### config.mk
export PLATFORM = sky130hd
export DESIGN_NAME = mmrb_register_bank
export DESIGN_NICKNAME = d
export VERILOG_FILES = /design/src/mmrb_register_bank.v /design/src/mmrb_cmd_decode.v /design/src/mmrb_rtc.v
export VERILOG_INCLUDE_DIRS = /design/src
export SDC_FILE = /design/constraint.sdc
export NUM_CORES = 1
export LEC_CHECK = 0
export BUFFER_PORTS_ARGS = -buffer_cell sky130_fd_sc_hd__buf_2
export CAP_MARGIN = 0
export CORE_AREA = 3 3 223 225
export DETAILED_ROUTE_END_ITERATION = 12
export DIE_AREA = 0 0 226 228
export PLACE_DENSITY = 0.62
export SYNTH_ARGS = -nofsm -noshare
export SYNTH_HDL_FRONTEND = slang
export SYNTH_SLANG_ARGS = --single-unit
### constraint.sdc
create_clock -name clk -period 2.6 [get_ports clk]
set_input_delay 0.13 -clock clk [delete_from_list [all_inputs] [get_ports clk]]
set_output_delay 0.13 -clock clk [all_outputs]
set_load 0.1 [all_outputs]
### src/mmrb_defs.vh
// mmrb_defs.vh: register numbers, field positions, reset values and timing counts
// of the monitor register bank. Definitions only; included by every design file.
`ifndef MMRB_DEFS_VH
`define MMRB_DEFS_VH

// register numbers (word index on the register port)
`define MMRB_REG_NODE_ADDR   7'h06
`define MMRB_REG_TESTNUM_HI  7'h08
`define MMRB_REG_TESTNUM_LO  7'h09
`define MMRB_REG_LABEL_FIRST 7'h0A
`define MMRB_REG_LABEL_LAST  7'h11
`define MMRB_REG_OPTIONS     7'h14
`define MMRB_REG_COMMAND     7'h15
`define MMRB_REG_CLOCK_HI    7'h18
`define MMRB_REG_CLOCK_LO    7'h19
`define MMRB_REG_ALARM_MODE  7'h1A
`define MMRB_REG_UNIT_STATE  7'h1E
`define MMRB_REG_FLAGS       7'h1F
`define MMRB_REG_TEMP        7'h21
`define MMRB_REG_COUNT_FIRST 7'h28
`define MMRB_REG_COUNT_LAST  7'h37
`define MMRB_REG_RESULT_FIRST 7'h38
`define MMRB_REG_RESULT_LAST 7'h3F
`define MMRB_REG_LAST        7'h7C

// reset values
`define MMRB_OPTIONS_RST     16'h0000
`define MMRB_NODE_ADDR_RST   16'h0001
`define MMRB_ALARM_MODE_RST  16'h0001
`define MMRB_TESTNUM_RST     32'h00000000
`define MMRB_LABEL_RST       16'h0000
`define MMRB_CLOCK_RST       32'h00000000

// test option bit positions; bits 5 and 6 are reserved
`define MMRB_OPT_REPEAT      0
`define MMRB_OPT_AUTOSTART   1
`define MMRB_OPT_STOPCLEAN   2
`define MMRB_OPT_LOGEVERY    3
`define MMRB_OPT_CONFIRM     4
`define MMRB_OPT_FAKE        7
`define MMRB_OPT_LOWFLOW_OFF 8
`define MMRB_OPT_WR_MASK     16'h019F

// state flag bit positions
`define MMRB_FLG_VALID       0
`define MMRB_FLG_NEW         1
`define MMRB_FLG_LOG         2
`define MMRB_FLG_TESTING     3
`define MMRB_FLG_COMPLETE    4
`define MMRB_FLG_ALARM_LSB   5
`define MMRB_FLG_REMOTE      11
`define MMRB_FLG_BEGIN_IN    12
`define MMRB_FLG_RELAY_ONE   13
`define MMRB_FLG_RELAY_TWO   14

// command codes
`define MMRB_CMD_START       1
`define MMRB_CMD_RECALC      2
`define MMRB_CMD_R1_ON       3
`define MMRB_CMD_R1_OFF      4
`define MMRB_CMD_R2_ON       5
`define MMRB_CMD_R2_OFF      6
`define MMRB_CMD_EXER_ON     7
`define MMRB_CMD_EXER_OFF    8
`define MMRB_CMD_STOP        9
`define MMRB_CMD_LOG_ERASE   10
`define MMRB_CMD_SEEK_END    11
`define MMRB_CMD_SEEK_PREV   12
`define MMRB_CMD_COUNT       12

// alarm modes
`define MMRB_ALMMODE_OFF     16'h0000
`define MMRB_ALMMODE_SPLIT   16'h0001
`define MMRB_ALMMODE_ANY     16'h0002

// node addressing
`define MMRB_PERM_NODE       8'hCC

// timing
`define MMRB_CLK_MHZ         250
`define MMRB_RTC_PERIOD_S    1
// one second at MMRB_CLK_MHZ, sized for the 28-bit prescaler
`define MMRB_TICK_CYCLES     28'hEE6B280
`define MMRB_REMOTE_HOLD_S   4'h5

`endif

### src/mmrb_register_bank.v
// mmrb_register_bank.v: 16-bit register bank of a particle monitor as seen by a
// serial-link master. Assumes frame decoding lives outside and presents one register
// access at a time on the register port; test engine status arrives on clk.
//
// Notes on behaviour
// - every register is 16 bits wide, unsigned range 0 to FFFF.
// - negative quantities are two's complement; special classes read as -1, -2.
// - 32-bit values use two registers, lower number holds upper half.
// - bitmap bits are numbered from the least significant bit as zero.
// - arrays occupy consecutive registers; result code zero sits at register 56.
// - test label is 16 characters, two per register over 8 registers.
// - clock is 32-bit seconds since 1970, readable, writable, always counting.
// - test options reset with every bit cleared.
// - option bits 0-4: repeat, autostart, stop clean, log every, confirm.
// - option bits 5,6 reserved; bit 7 fake results; bit 8 no low-flow alarm.
// - writes to register 21 are not stored but decoded as commands.
// - codes 1 start, 2 recalc, 3-6 force relay one on/off, two on/off.
// - code 7 enters exercise mode flashing LED, toggling relays; 8 leaves.
// - code 9 aborts, 10 erases log, 11 seeks end, 12 seeks previous.
// - register 30 is read-only unit state enumeration.
// - register 31 read-only flags; bits 0-2 valid, new, log result.
// - flag bit 3 testing, bit 4 test complete.
// - flag bits 5-10 are alarms and drive relays per alarm mode.
// - flag bit 11 is set while under remote control over the link.
// - flag bits 12-14 mirror begin input and both relays; bit 15 unused.
// - answer the configured node address and always the permanent address 204.
// - register space spans 0 to 124; status read-only, settings read-write.
`timescale 1ns/10ps
`default_nettype none
`include "mmrb_defs.vh"

module mmrb_register_bank
#(
  parameter [27:0] TICK_CYCLES = `MMRB_TICK_CYCLES
)
(
  // clock and reset
  input  wire          clk,
  input  wire          resetn,
  // register port
  input  wire [6:0]    regAddr,
  input  wire          regWrEn,
  input  wire [15:0]   regWrData,
  input  wire          regRdEn,
  output reg  [15:0]   regRdData_ff,
  output reg           regRdValid_ff,
  // node address match
  input  wire          frameAddrValid,
  input  wire [7:0]    frameNodeAddr,
  output reg           nodeMatch_ff,
  // test engine status
  input  wire [15:0]   unitStateIn,
  input  wire          resultValid,
  input  wire          resultNew,
  input  wire          resultLog,
  input  wire          testActive,
  input  wire          testDone,
  input  wire [5:0]    alarmIn,
  input  wire [15:0]   heatIn,
  input  wire [127:0]  resultCodeIn,
  input  wire [255:0]  particleCountIn,
  // begin signal pin
  input  wire          beginInputPin,
  // settings toward the test engine
  output reg  [15:0]   testOptions_ff,
  output reg  [31:0]   testNumber_ff,
  // actions toward the test engine
  output wire          cmdStartTest,
  output wire          cmdRecalc,
  output wire          cmdStopTest,
  output wire          cmdLogErase,
  output wire          cmdLogSeekEnd,
  output wire          cmdLogSeekPrev,
  // outputs
  output reg           relayOneState_ff,
  output reg           relayTwoState_ff,
  output reg           ledFlash_ff,
  output wire [31:0]   clockSeconds
);

  // storage
  reg  [15:0] nodeAddr_ff;
  reg  [15:0] alarmMode_ff;
  reg  [15:0] labelMem_ff [0:7];
  reg  [1:0]  forceOne_ff;
  reg  [1:0]  forceTwo_ff;
  reg         exercise_ff;
  reg         exerPhase_ff;
  reg         remote_ff;
  reg  [3:0]  remoteSecs_ff;
  reg         beginMeta_ff;
  reg         beginSync_ff;

  // decoded access
  wire        inLabel  = (regAddr >= `MMRB_REG_LABEL_FIRST) && (regAddr <= `MMRB_REG_LABEL_LAST);
  wire        inCount  = (regAddr >= `MMRB_REG_COUNT_FIRST) && (regAddr <= `MMRB_REG_COUNT_LAST);
  wire        inResult = (regAddr >= `MMRB_REG_RESULT_FIRST) &&
                         (regAddr <= `MMRB_REG_RESULT_LAST);
  wire [6:0]  labelIdx  = regAddr - `MMRB_REG_LABEL_FIRST;
  wire [6:0]  countIdx  = regAddr - `MMRB_REG_COUNT_FIRST;
  wire [6:0]  resultIdx = regAddr - `MMRB_REG_RESULT_FIRST;
  wire        wrCommand = regWrEn && (regAddr == `MMRB_REG_COMMAND);
  wire        wrClockHi = regWrEn && (regAddr == `MMRB_REG_CLOCK_HI);
  wire        wrClockLo = regWrEn && (regAddr == `MMRB_REG_CLOCK_LO);

  wire [`MMRB_CMD_COUNT:1] cmdPulse;
  wire        secTick;
  wire [31:0] countWord  = particleCountIn[{countIdx[3:1], 5'h00} +: 32];
  wire [15:0] resultWord = resultCodeIn[{resultIdx[2:0], 4'h0} +: 16];

  mmrb_cmd_decode uCmd
  (
    .clk      (clk),
    .resetn   (resetn),
    .cmdWr    (wrCommand),
    .cmdCode  (regWrData),
    .cmdPulse (cmdPulse)
  );

  mmrb_rtc #(.TICK_CYCLES(TICK_CYCLES)) uRtc
  (
    .clk        (clk),
    .resetn     (resetn),
    .wrHi       (wrClockHi),
    .wrLo       (wrClockLo),
    .wrData     (regWrData),
    .secTick_ff (secTick),
    .seconds_ff (clockSeconds)
  );

  assign cmdStartTest   = cmdPulse[`MMRB_CMD_START];
  assign cmdRecalc      = cmdPulse[`MMRB_CMD_RECALC];
  assign cmdStopTest    = cmdPulse[`MMRB_CMD_STOP];
  assign cmdLogErase    = cmdPulse[`MMRB_CMD_LOG_ERASE];
  assign cmdLogSeekEnd  = cmdPulse[`MMRB_CMD_SEEK_END];
  assign cmdLogSeekPrev = cmdPulse[`MMRB_CMD_SEEK_PREV];

  // state flags, bit 0 is the least significant
  reg [15:0] flags;
  always @*
  begin
    flags = 16'h0000;
    flags[`MMRB_FLG_VALID]    = resultValid;
    flags[`MMRB_FLG_NEW]      = resultNew;
    flags[`MMRB_FLG_LOG]      = resultLog;
    flags[`MMRB_FLG_TESTING]  = testActive;
    flags[`MMRB_FLG_COMPLETE] = testDone;
    flags[`MMRB_FLG_ALARM_LSB +: 6] = alarmIn;
    flags[`MMRB_FLG_REMOTE]    = remote_ff;
    flags[`MMRB_FLG_BEGIN_IN]  = beginSync_ff;
    flags[`MMRB_FLG_RELAY_ONE] = relayOneState_ff;
    flags[`MMRB_FLG_RELAY_TWO] = relayTwoState_ff;
  end

  // read mux; command and unmapped numbers read as zero
  reg [15:0] nxt_rdData;
  always @*
  begin
    nxt_rdData = 16'h0000;
    if (inLabel)
      nxt_rdData = labelMem_ff[labelIdx[2:0]];
    else if (inCount)
      nxt_rdData = countIdx[0] ? countWord[15:0] : countWord[31:16];
    else if (inResult)
      nxt_rdData = resultWord;
    else
    begin
      case (regAddr)
        `MMRB_REG_NODE_ADDR:  nxt_rdData = nodeAddr_ff;
        `MMRB_REG_TESTNUM_HI: nxt_rdData = testNumber_ff[31:16];
        `MMRB_REG_TESTNUM_LO: nxt_rdData = testNumber_ff[15:0];
        `MMRB_REG_OPTIONS:    nxt_rdData = testOptions_ff;
        `MMRB_REG_CLOCK_HI:   nxt_rdData = clockSeconds[31:16];
        `MMRB_REG_CLOCK_LO:   nxt_rdData = clockSeconds[15:0];
        `MMRB_REG_ALARM_MODE: nxt_rdData = alarmMode_ff;
        `MMRB_REG_UNIT_STATE: nxt_rdData = unitStateIn;
        `MMRB_REG_FLAGS:      nxt_rdData = flags;
        `MMRB_REG_TEMP:       nxt_rdData = heatIn;
        default:              nxt_rdData = 16'h0000;
      endcase
    end
  end

  // automatic relay drive from the alarm flags
  wire alarmHigh = |alarmIn[2:0];
  wire alarmLow  = |alarmIn[5:3];
  reg  autoOne;
  reg  autoTwo;
  always @*
  begin
    case (alarmMode_ff)
      `MMRB_ALMMODE_SPLIT:
      begin
        autoOne = alarmHigh;
        autoTwo = alarmLow;
      end
      `MMRB_ALMMODE_ANY:
      begin
        autoOne = alarmHigh | alarmLow;
        autoTwo = alarmHigh | alarmLow;
      end
      default:
      begin
        autoOne = 1'b0;
        autoTwo = 1'b0;
      end
    endcase
  end

  integer k;
  always @(posedge clk)
  begin
    if (!resetn)
    begin
      regRdData_ff   <= 16'h0000;
      regRdValid_ff  <= 1'b0;
      nodeMatch_ff   <= 1'b0;
      testOptions_ff <= `MMRB_OPTIONS_RST;
      testNumber_ff  <= `MMRB_TESTNUM_RST;
      nodeAddr_ff    <= `MMRB_NODE_ADDR_RST;
      alarmMode_ff   <= `MMRB_ALARM_MODE_RST;
      for (k = 0; k < 8; k = k + 1)
        labelMem_ff[k] <= `MMRB_LABEL_RST;
    end
    else
    begin
      regRdValid_ff <= regRdEn;
      if (regRdEn)
        regRdData_ff <= nxt_rdData;
      // a frame is ours on the configured address or the permanent one
      nodeMatch_ff <= frameAddrValid && ((frameNodeAddr == nodeAddr_ff[7:0]) ||
                      (frameNodeAddr == `MMRB_PERM_NODE));
      // only settings take writes; status and flag numbers fall through
      if (regWrEn)
      begin
        if (inLabel)
          labelMem_ff[labelIdx[2:0]] <= regWrData;
        case (regAddr)
          `MMRB_REG_NODE_ADDR:  nodeAddr_ff <= regWrData;
          `MMRB_REG_TESTNUM_HI: testNumber_ff[31:16] <= regWrData;
          `MMRB_REG_TESTNUM_LO: testNumber_ff[15:0] <= regWrData;
          // reserved option bits never store
          `MMRB_REG_OPTIONS:
            testOptions_ff <= regWrData & `MMRB_OPT_WR_MASK;
          `MMRB_REG_ALARM_MODE: alarmMode_ff <= regWrData;
          default:              ;
        endcase
      end
    end
  end

  // forced relays, exercise mode and relay outputs
  always @(posedge clk)
  begin
    if (!resetn)
    begin
      forceOne_ff      <= 2'b00;
      forceTwo_ff      <= 2'b00;
      exercise_ff      <= 1'b0;
      exerPhase_ff     <= 1'b0;
      relayOneState_ff <= 1'b0;
      relayTwoState_ff <= 1'b0;
      ledFlash_ff      <= 1'b0;
    end
    else
    begin
      // a force holds until the next test start releases it
      if (cmdPulse[`MMRB_CMD_R1_ON])
        forceOne_ff <= 2'b11;
      else if (cmdPulse[`MMRB_CMD_R1_OFF])
        forceOne_ff <= 2'b10;
      else if (cmdPulse[`MMRB_CMD_START])
        forceOne_ff <= 2'b00;
      if (cmdPulse[`MMRB_CMD_R2_ON])
        forceTwo_ff <= 2'b11;
      else if (cmdPulse[`MMRB_CMD_R2_OFF])
        forceTwo_ff <= 2'b10;
      else if (cmdPulse[`MMRB_CMD_START])
        forceTwo_ff <= 2'b00;
      if (cmdPulse[`MMRB_CMD_EXER_ON])
        exercise_ff <= 1'b1;
      else if (cmdPulse[`MMRB_CMD_EXER_OFF])
        exercise_ff <= 1'b0;
      if (!exercise_ff)
        exerPhase_ff <= 1'b0;
      else if (secTick)
        exerPhase_ff <= ~exerPhase_ff;
      ledFlash_ff <= exercise_ff & exerPhase_ff;
      if (exercise_ff)
      begin
        relayOneState_ff <= exerPhase_ff;
        relayTwoState_ff <= ~exerPhase_ff;
      end
      else
      begin
        relayOneState_ff <= forceOne_ff[1] ? forceOne_ff[0] : autoOne;
        relayTwoState_ff <= forceTwo_ff[1] ? forceTwo_ff[0] : autoTwo;
      end
    end
  end

  // remote flag lingers a few seconds after the last access
  always @(posedge clk)
  begin
    if (!resetn)
    begin
      remote_ff     <= 1'b0;
      remoteSecs_ff <= 4'h0;
    end
    else if (regWrEn || regRdEn)
    begin
      remote_ff     <= 1'b1;
      remoteSecs_ff <= 4'h0;
    end
    else if (remote_ff && secTick)
    begin
      if (remoteSecs_ff == `MMRB_REMOTE_HOLD_S - 4'h1)
        remote_ff <= 1'b0;
      remoteSecs_ff <= remoteSecs_ff + 4'h1;
    end
  end

  // begin pin is asynchronous to clk
  always @(posedge clk)
  begin
    if (!resetn)
    begin
      beginMeta_ff <= 1'b0;
      beginSync_ff <= 1'b0;
    end
    else
    begin
      beginMeta_ff <= beginInputPin;
      beginSync_ff <= beginMeta_ff;
    end
  end

endmodule
`default_nettype wire

### src/mmrb_cmd_decode.v
// mmrb_cmd_decode.v: turns a command register write into one-cycle action pulses.
// Assumes cmdWr is a single-cycle strobe in the clk domain.
`timescale 1ns/10ps
`default_nettype none
`include "mmrb_defs.vh"

module mmrb_cmd_decode
(
  // clock and reset
  input  wire                        clk,
  input  wire                        resetn,
  // command write
  input  wire                        cmdWr,
  input  wire [15:0]                 cmdCode,
  // decoded actions, bit n for code n
  output wire [`MMRB_CMD_COUNT:1]    cmdPulse
);

  genvar i;
  generate
    for (i = 1; i <= `MMRB_CMD_COUNT; i = i + 1)
    begin : gCode
      localparam [15:0] CODE = i;
      reg pulse_ff;
      // unknown codes simply match nothing
      always @(posedge clk)
      begin
        if (!resetn)
          pulse_ff <= 1'b0;
        else
          pulse_ff <= cmdWr && (cmdCode == CODE);
      end
      assign cmdPulse[i] = pulse_ff;
    end
  endgenerate

endmodule
`default_nettype wire

### src/mmrb_rtc.v
// mmrb_rtc.v: seconds counter with its one-second prescaler.
// Assumes word writes come from the register port in the clk domain.
`timescale 1ns/10ps
`default_nettype none
`include "mmrb_defs.vh"

module mmrb_rtc
#(
  parameter [27:0] TICK_CYCLES = `MMRB_TICK_CYCLES
)
(
  // clock and reset
  input  wire        clk,
  input  wire        resetn,
  // word writes
  input  wire        wrHi,
  input  wire        wrLo,
  input  wire [15:0] wrData,
  // time
  output reg         secTick_ff,
  output reg  [31:0] seconds_ff
);

  localparam [27:0] TICK_LAST = TICK_CYCLES - 28'h0000001;

  reg  [27:0] presc_ff;
  reg  [31:0] nxt_seconds;
  wire        tick = (presc_ff == TICK_LAST);

  always @*
  begin
    nxt_seconds = seconds_ff + {31'h00000000, tick};
    if (wrHi)
      nxt_seconds[31:16] = wrData;
    if (wrLo)
      nxt_seconds[15:0] = wrData;
  end

  always @(posedge clk)
  begin
    if (!resetn)
    begin
      presc_ff   <= 28'h0000000;
      secTick_ff <= 1'b0;
      seconds_ff <= `MMRB_CLOCK_RST;
    end
    else
    begin
      // a low-word write restarts the second so the set value lasts a full one
      if (tick || wrLo)
        presc_ff <= 28'h0000000;
      else
        presc_ff <= presc_ff + 28'h0000001;
      secTick_ff <= tick;
      seconds_ff <= nxt_seconds;
    end
  end

endmodule
`default_nettype wire

==> results summary, run 1 <==
For this run, the register share of the synthesized area comes to 0.412. The worst path in the final design needs a cycle of 2490 ps, including I/O delays and setup. The number of sinks handled by clock tree synthesis came out at 306.

By area the synthesized netlist is led by edfxtp_1, dfxtp_1, mux4_2, mux2i_1, and2_1. The iteration count of the initial detailed-routing pass is 6. The depth of the most critical reg-to-reg path came out at 12. The worst setup path is of the in2reg kind.

The starting utilization of the core area is 0.377. The register bit total from synthesis is 306. The final number of setup-violating endpoints came out at 0.

The leakage power is 10.0 nW. Synthesis instantiated 79 different standard cells from the library. Together, buffers and inverters on the worst path number 4.

The worst-case headroom to the max-slew limit came out at 0.382. The internal power of the cells totals 8.96 mW. Among all flip-flop cells after synthesis, the most frequent one is dfxtp_1. The post-detailed-route DRC marker count came out at 0. The initial DRC count came out at 1,535.

Data on the critical path arrives at its endpoint at 2880 ps. The run finished with clean final reports. The cell count after synthesis is 1,643. The share of power burned in the clock network is 0.414. In this run the remaining antenna-violating nets after routing total 0. Static timing analysis puts the maximum clock frequency at 0.402 GHz. The signal on the critical path passes through buf_4 > buf_4 > ha_1 > and2_1 > a211oi_2 > buf_4 > buf_4 > a22oi_1 > nand4_1 > o21ai_0 > nand3_1. The destination of the worst register-to-register timing path is uRtc.seconds_ff[18].

STA classifies the critical path endpoint as a register. The total congestion overflow after global routing is 0. In the synthesized netlist, the cells that appear most often are dfxtp_1, and2_1, edfxtp_1, nand2_1, mux4_2. The congestion estimate from routability-driven global placement came to 1.08. The number of vias per cell is 5.91. The tree is rooted in a clkbuf_16.

The power density of the placed cells is 522 mW/mm^2. The switching power total is 3.20 mW. The cell row count is 80. The largest fanout on the critical path is 17. The TritonCTS clock tree is built.

The fraction of registers with async set or reset after synthesis is 0. The fraction of power consumed by combinational cells came out at 0.160. The via count of the first global-routing pass came to 16,900.

Buffers added to address setup during post-CTS repair amount to 0. The clock passes through at most 3 buffers. The tightest min-delay check is of the in2reg type. Measured along the x axis, the die boundary spans 226 um. The detail-routed net length per standard cell is 29.0 um.

The worst setup slack after placement came out at -401 ps. The number of antenna violations at the first check in global routing is 12. The die outline area came out at 0.0515 mm^2. Max-cap violations in this run came to 0. The post-DP HPWL came out at 64,900 um.

The critical path capture point is regRdData_ff[4]. The worst setup path is launched from a primary input. During placement, the flow inserted port buffers numbering 561. Setup repair after global routing could not meet its margin everywhere. The worst reg-to-reg setup slack came out at 120 ps. The y dimension of the die came out at 228 um. The total count of hold-check failures in the final report came out at 0. Entering global routing, the biggest net connects 93 pins. The most critical setup path has its startpoint at regAddr[1]. The required time at the worst-slack endpoint came out at 2990 ps.

The Yosys step of the flow raised 0 warnings. A synthesized cell averages 10.9 um^2. For this block, the routed nets add up to 83,600 um of wire. The largest clock skew in the final design came out at 27.2 ps. The part of the power in registers is 0.425. The startpoint of the most critical register-to-register path is uRtc.presc_ff[20].

The share of the cycle needed by the critical path after routing is 0.958. The fraction of power spent switching nets is 0.263. Broken down by cell family, the worst path's largest delay share belongs to compound AO/OA/AOI/OAI gates.

The H-tree depth is 2. The setup slack of the critical path after layout is 110 ps. The region available for standard cell placement spans 0.0477 mm^2. The clock reaches the later pin of the worst-skew pair after 540 ps. The net count of the finished layout is 2,707. The signed area change from the synthesized netlist to the final layout is 29.6%. The largest stage delay on the critical path came out at 530 ps.

The total count of max-transition violations in the final report is 0. Counting flops with a built-in enable in the synthesized netlist gives 128. The final route contains 17,000 vias. After clock tree synthesis, the clock-pin slew on the worst setup and hold paths is 60 ps. In the post-synthesis netlist, the cell with the most instances is dfxtp_1. The share of synthesized area in the top cell type comes to 0.214. The I/O pin count came out at 571. edfxtp_1 takes more of the synthesized area than any other cell. The transition time of the tightest slew-check pin came out at 923 ps. The mapped netlist covers 0.0180 mm^2. Counting stages on the worst path, the most repeated cell is buf_4. The CTS buffer count came out at 35. The overall power of the completed layout is 12.2 mW. The maximum VDD drop is 440 uV.

The logic depth of the worst path, buffers included is 11. The first global-routing pass estimated 118,000 um of wire. Across every metal layer, demand over resource in global routing totals 0.312.

Of the cells placed in the final design, the portion with a size suffix greater than 1 is 0.401. The slowest stage of the critical path is the a22oi_1 cell.
-- through the flow --
step / area, um^2 / hold WS (ps) / utilization / instances / TNS (ps)
floorplan: 18000 / 257 / - / 1651 / 0
global placement: 22000 / 362 / 0.461 / 2808 / -1090
detailed placement: 22000 / 366 / 0.461 / 2808 / -1110
CTS: 23200 / 0.0751 / 0.486 / 2874 / 0
global route: 23300 / 30.2 / 0.488 / 2878 / -97.8
finish: 23300 / 9.07 / 0.488 / 2880 / 0
-- how the worst min path moves through the flow --
| stage | end | start | cells after the start | slack [ps] |
|---|---|---|---|---|
| after CTS | regRdData_ff[10] | alarmIn[5] | 3 | 0.08 |
| after floorplan | beginMeta_ff | beginInputPin | 1 | 260 |
| after detailed placement | beginMeta_ff | beginInputPin | 2 | 370 |
| after global placement | beginMeta_ff | beginInputPin | 2 | 360 |
| after global routing | regRdData_ff[10] | alarmIn[5] | 3 | 30 |
| final | regRdData_ff[10] | alarmIn[5] | 3 | 9 |
-- what timing repair did --
item | in CTS | in global routing
hold endpoints to repair | 20 | 0
pin swaps | 3 | 7
hold buffers | 3 | 0
resized for setup | 2 | 12
endpoints found under the setup margin | 8 | 16
-- power by group through the flow --
stage	clock, mW	combinational [mW]	sequential (mW)
after floorplan	0	0.920	5.39
after global placement	0	1.91	5.27
after detailed placement	0	1.92	5.28
after CTS	5.11	1.93	5.17
after global routing	5.31	2.04	5.18
final	5.04	1.95	5.17
-- routing by layer --
layer | share of wire | up-vias | track usage | wire length (um)
li1 | - | 7336 | - | -
met1 | 0.39 | 8517 | 0.397 | 32700
met2 | 0.48 | 954 | 0.521 | 40200
met3 | 0.078 | 205 | 0.0530 | 6500
met4 | 0.052 | 0 | 0.139 | 4330
met5 | 0 | - | 0 | 0
-- cell usage in the layout, fill, tap and decap left out, drive strengths merged, types with 6 or more instances in the layout --
master  count
a21boi     20
a21oi      47
a221o      13
a221oi      6
a22o       15
a22oi      53
a31oi      13
a32oi      13
and2      138
and3       27
and4        8
buf       693
clkbuf     54
clkinv      7
conb        9
dfxtp     178
diode       6
edfxtp    128
ha         10
inv        16
mux2       11
mux2i      87
mux4      120
nand2     121
nand2b     20
nand3      48
nand4      26
nor2       74
nor2b      73
nor3       22
nor4       16
o211a      11
o21ai      33
o22ai       8
or3         7
xnor2      38
xor2       29
-- worst min-delay path: stages --
cell      delay (ps)
buf_2            110
a211oi_1         120
a31oi_1          150
-- kinds of logic (layout without fill, tap and decap cells) --
| family | count (synthesis) | in the layout | share of synthesized area |
|---|---|---|---|
| compound gates | 272 | 272 | 0.111 |
| xor+xnor | 67 | 67 | 0.0326 |
| fa+ha+maj | 10 | 10 | 0.00696 |
| buf+inv | 166 | 774 | 0.0485 |
| flops | 306 | 306 | 0.412 |
| mux | 218 | 218 | 0.206 |
| other cells | 1 | 15 | 0.000209 |
| simple gates | 603 | 603 | 0.183 |
-- flip-flops by register name, indices dropped and copies added, names as in the netlist, 2 cells and up --
register	count
alarmMode_ff	16
uCmd.gCode.pulse_ff	12
regRdData_ff	16
testOptions_ff	7
uRtc.presc_ff	28
forceOne_ff	2
uRtc.seconds_ff	32
testNumber_ff	32
nodeAddr_ff	16
forceTwo_ff	2
remoteSecs_ff	4
labelMem_ff	128
-- area by class of cell --
type	count	area, um^2
Sequential cell	306	7410
Antenna cell	6	15.0
Inverter	15	56.3
Fill cell	4398	24400
Tap cell	615	769
Multi-Input combinational cell	1179	9840
Clock inverter	9	87.6
Clock buffer	54	1090
Timing Repair Buffer	696	4030
Note: power is estimated with default switching activity, not from simulation.
==> run 2: changes to the inputs <==
Settings changed: CTS_BUF_LIST from default to sky130_fd_sc_hd__clkbuf_8.
==> run 2 against run 1 <==
Clock power down 14%; hold slack better by 40 ps; utilization down 0.058 points; sequential power about the same; sequential share of layout area about the same; cell area down 0.12%; clock skew up 2.4 ps; largest power group unchanged; power down 5.8%; via count up 0.41%; combinational power about the same.
==> results summary, run 2 (synthesis gave the netlist of run 1 again) <==
Setup repair after global routing could not meet its margin everywhere. Port buffering added 561 buffers. The internal power of the cells came out at 8.24 mW. The register with the most flip-flops in the layout has 128 of them. The arrival time of data at the critical path endpoint is 2970 ps. The number of filler instances in the final layout is 4,470.

The cell row count is 80. For this design, the slowest cell found on the critical path is a22oi_1. TritonCTS created 53 clock buffers. The clock arrives with 29.6 ps of skew. The via count of the first global-routing pass came out at 17,100. The total detailed-routing wirelength is 83,700 um. The starting utilization of the core area came out at 0.377. The path class of the tightest hold or removal check is in2reg. The horizontal die dimension is 226 um. The cell family contributing the most delay on the critical path is compound AO/OA/AOI/OAI gates. In this design, the critical path's most frequently occurring cell is buf_4. The clock slew at the register clock pins of the worst setup and hold paths came out at 60 ps.

The number of nets with antenna violations after routing is 0. The run finished with clean final reports. The via total after detailed routing is 17,100. The iteration count of the initial detailed-routing pass came out at 5.

The fraction of final layout cells sized beyond drive strength 1 is 0.400. The library cell used most frequently in the layout, excluding fill and tap cells, is buf_2. In the layout the commonest cells are buf_2, dfxtp_1, and2_1. The number of antenna violations at the first check in global routing is 14. The leakage power is 10.1 nW. The number of sinks handled by clock tree synthesis came out at 306.

The critical path is of the in2reg type. The core box area is 0.0477 mm^2. The I/O pin count came out at 571. The final number of setup-violating endpoints is 0. Global routing finished with a remaining overflow of 0. STA classifies the critical path endpoint as a register.

The share of the cycle needed by the critical path after routing is 0.969. The share of total power dissipated in the clock network is 0.377. The maximum operating frequency came out at 0.397 GHz. Dividing total power by cell area gives a power density of 492 mW/mm^2. The wire length of the first global-routing pass is 118,000 um. The final weighted congestion in routability-driven placement came out at 1.08.

The number of buffers and inverters on the critical path came out at 4. The first routing iteration left 1,563 violations. The signal on the critical path passes through buf_4 > buf_4 > ha_1 > and2_1 > a211oi_2 > buf_4 > buf_4 > a22oi_1 > nand4_1 > o21ai_0 > nand3_1. The final layout net count is 2,738. The footprint of the flip-flops and latches came out at 0.00741 mm^2.

The utilization of the core after routing is 0.487. The global-route usage over all layers came out at 0.314. The TritonCTS clock tree is built. The fraction of power spent switching nets is 0.281. The die outline area is 0.0515 mm^2. The fraction of power consumed by combinational cells came out at 0.171. The y dimension of the die came out at 228 um.

The part of the power in registers came out at 0.452. The largest fanout on the critical path came out at 17. The signed area change from the synthesized netlist to the final layout came out at 29.4%.

The required time at the worst-slack endpoint came out at 3050 ps. The total count of hold-check failures in the final report came out at 0. The maximum VDD drop is 527 uV.

The worst setup path is launched from a primary input. The total count of max-transition violations in the final report came out at 0. For the worst-skew pair, the clock arrives at the later sink with an insertion delay of 620 ps. The post-layout minimum cycle time is 2520 ps. The multi-input gate area in the final layout is 0.00982 mm^2. The switching power total came out at 3.21 mW. At the pin with the least slew margin, the transition time is 987 ps. The maximum number of pins on one net before global-route repair is 93. The detail-routed net length per standard cell came out at 28.6 um. The H-tree depth is 2. The root buffer cell is clkbuf_8. The worst-case headroom to the max-slew limit came out at 0.339. The largest stage delay on the critical path came out at 550 ps. The tool flagged a number of max-cap violations equal to 0. Once detailed placement completed, the half-perimeter wirelength came to 64,900 um. The register with the most flip-flops in the final layout is labelMem_ff. The number of vias per cell is 5.83. The post-detailed-route DRC marker count came out at 0. The clock passes through at most 3 buffers. The design draws 11.5 mW. The largest registers in the layout are labelMem_ff x128, testNumber_ff x32, uRtc.seconds_ff x32.
run 2: final timing paths:
check | start | end | slack, ps | cells past startpoint
worst max-delay path | regAddr[1] | regRdData_ff[4] | 80 | 11
worst min-delay path | heatIn[10] | regRdData_ff[10] | 50 | 4
worst max register to register | uRtc.presc_ff[4] | uRtc.seconds_ff[22] | 210 | 11
worst min register to register | beginMeta_ff | beginSync_ff | 440 | 1
run 2: per-stage QoR:
stage	hold slack, ps	setup TNS, ps	area, um^2	cells	setup WS (ps)
final	49.1	0	23300	2930	80.9
after detailed placement	366	-1110	22000	2808	-401
after CTS	10.2	0	23200	2923	106
after floorplan	257	0	18000	1651	39.7
after global placement	362	-1090	22000	2808	-358
after global routing	29.4	-8.16	23300	2929	-8.16
run 2: layer usage:
metal | up-vias | track usage | wire length [um] | share of wire
li1 | 7408 | - | - | -
met3 | 223 | 0.0549 | 6440 | 0.077
met2 | 947 | 0.516 | 39700 | 0.47
met1 | 8504 | 0.399 | 32800 | 0.39
met4 | 0 | 0.152 | 4820 | 0.058
met5 | - | 0 | 0 | 0
run 2: power groups by stage:
| stage | logic, mW | registers (mW) | clock network [mW] |
|---|---|---|---|
| finish | 1.96 | 5.17 | 4.32 |
| global route | 2.05 | 5.18 | 4.63 |
| CTS | 1.94 | 5.18 | 4.38 |
| detailed placement | 1.92 | 5.28 | 0 |
| global placement | 1.91 | 5.27 | 0 |
| floorplan | 0.920 | 5.39 | 0 |
run 2: worst register-to-register path, delay by kind of cell (launching register included):
kind	cells	cell delay (ps)
buffers and inverters	2	380
AOI/OAI and AO/OA	1	130
DFF	1	370
adders and majority gates	2	330
xor gates and xnor gates	1	130
and+or+nand+nor	5	990
run 2: final cells by class:
cell class              count  share of cell area
flip-flops and latches    306               0.318
repair buffers            709               0.179
well taps                 615              0.0331
diodes                      6            0.000645
clock inverters            38             0.00839
multi-input cells        1179               0.422
clock buffers              62              0.0367
inverters                  15             0.00242
run 2: timing repair:
item / in CTS / in global routing
cloned: 0 / 0
resized for setup: 2 / 9
endpoints found under the setup margin: 7 / 14
pin swaps: 3 / 2
hold buffers: 15 / 0
endpoints found under the hold margin: 40 / 0
buffers inserted: 0 / 1
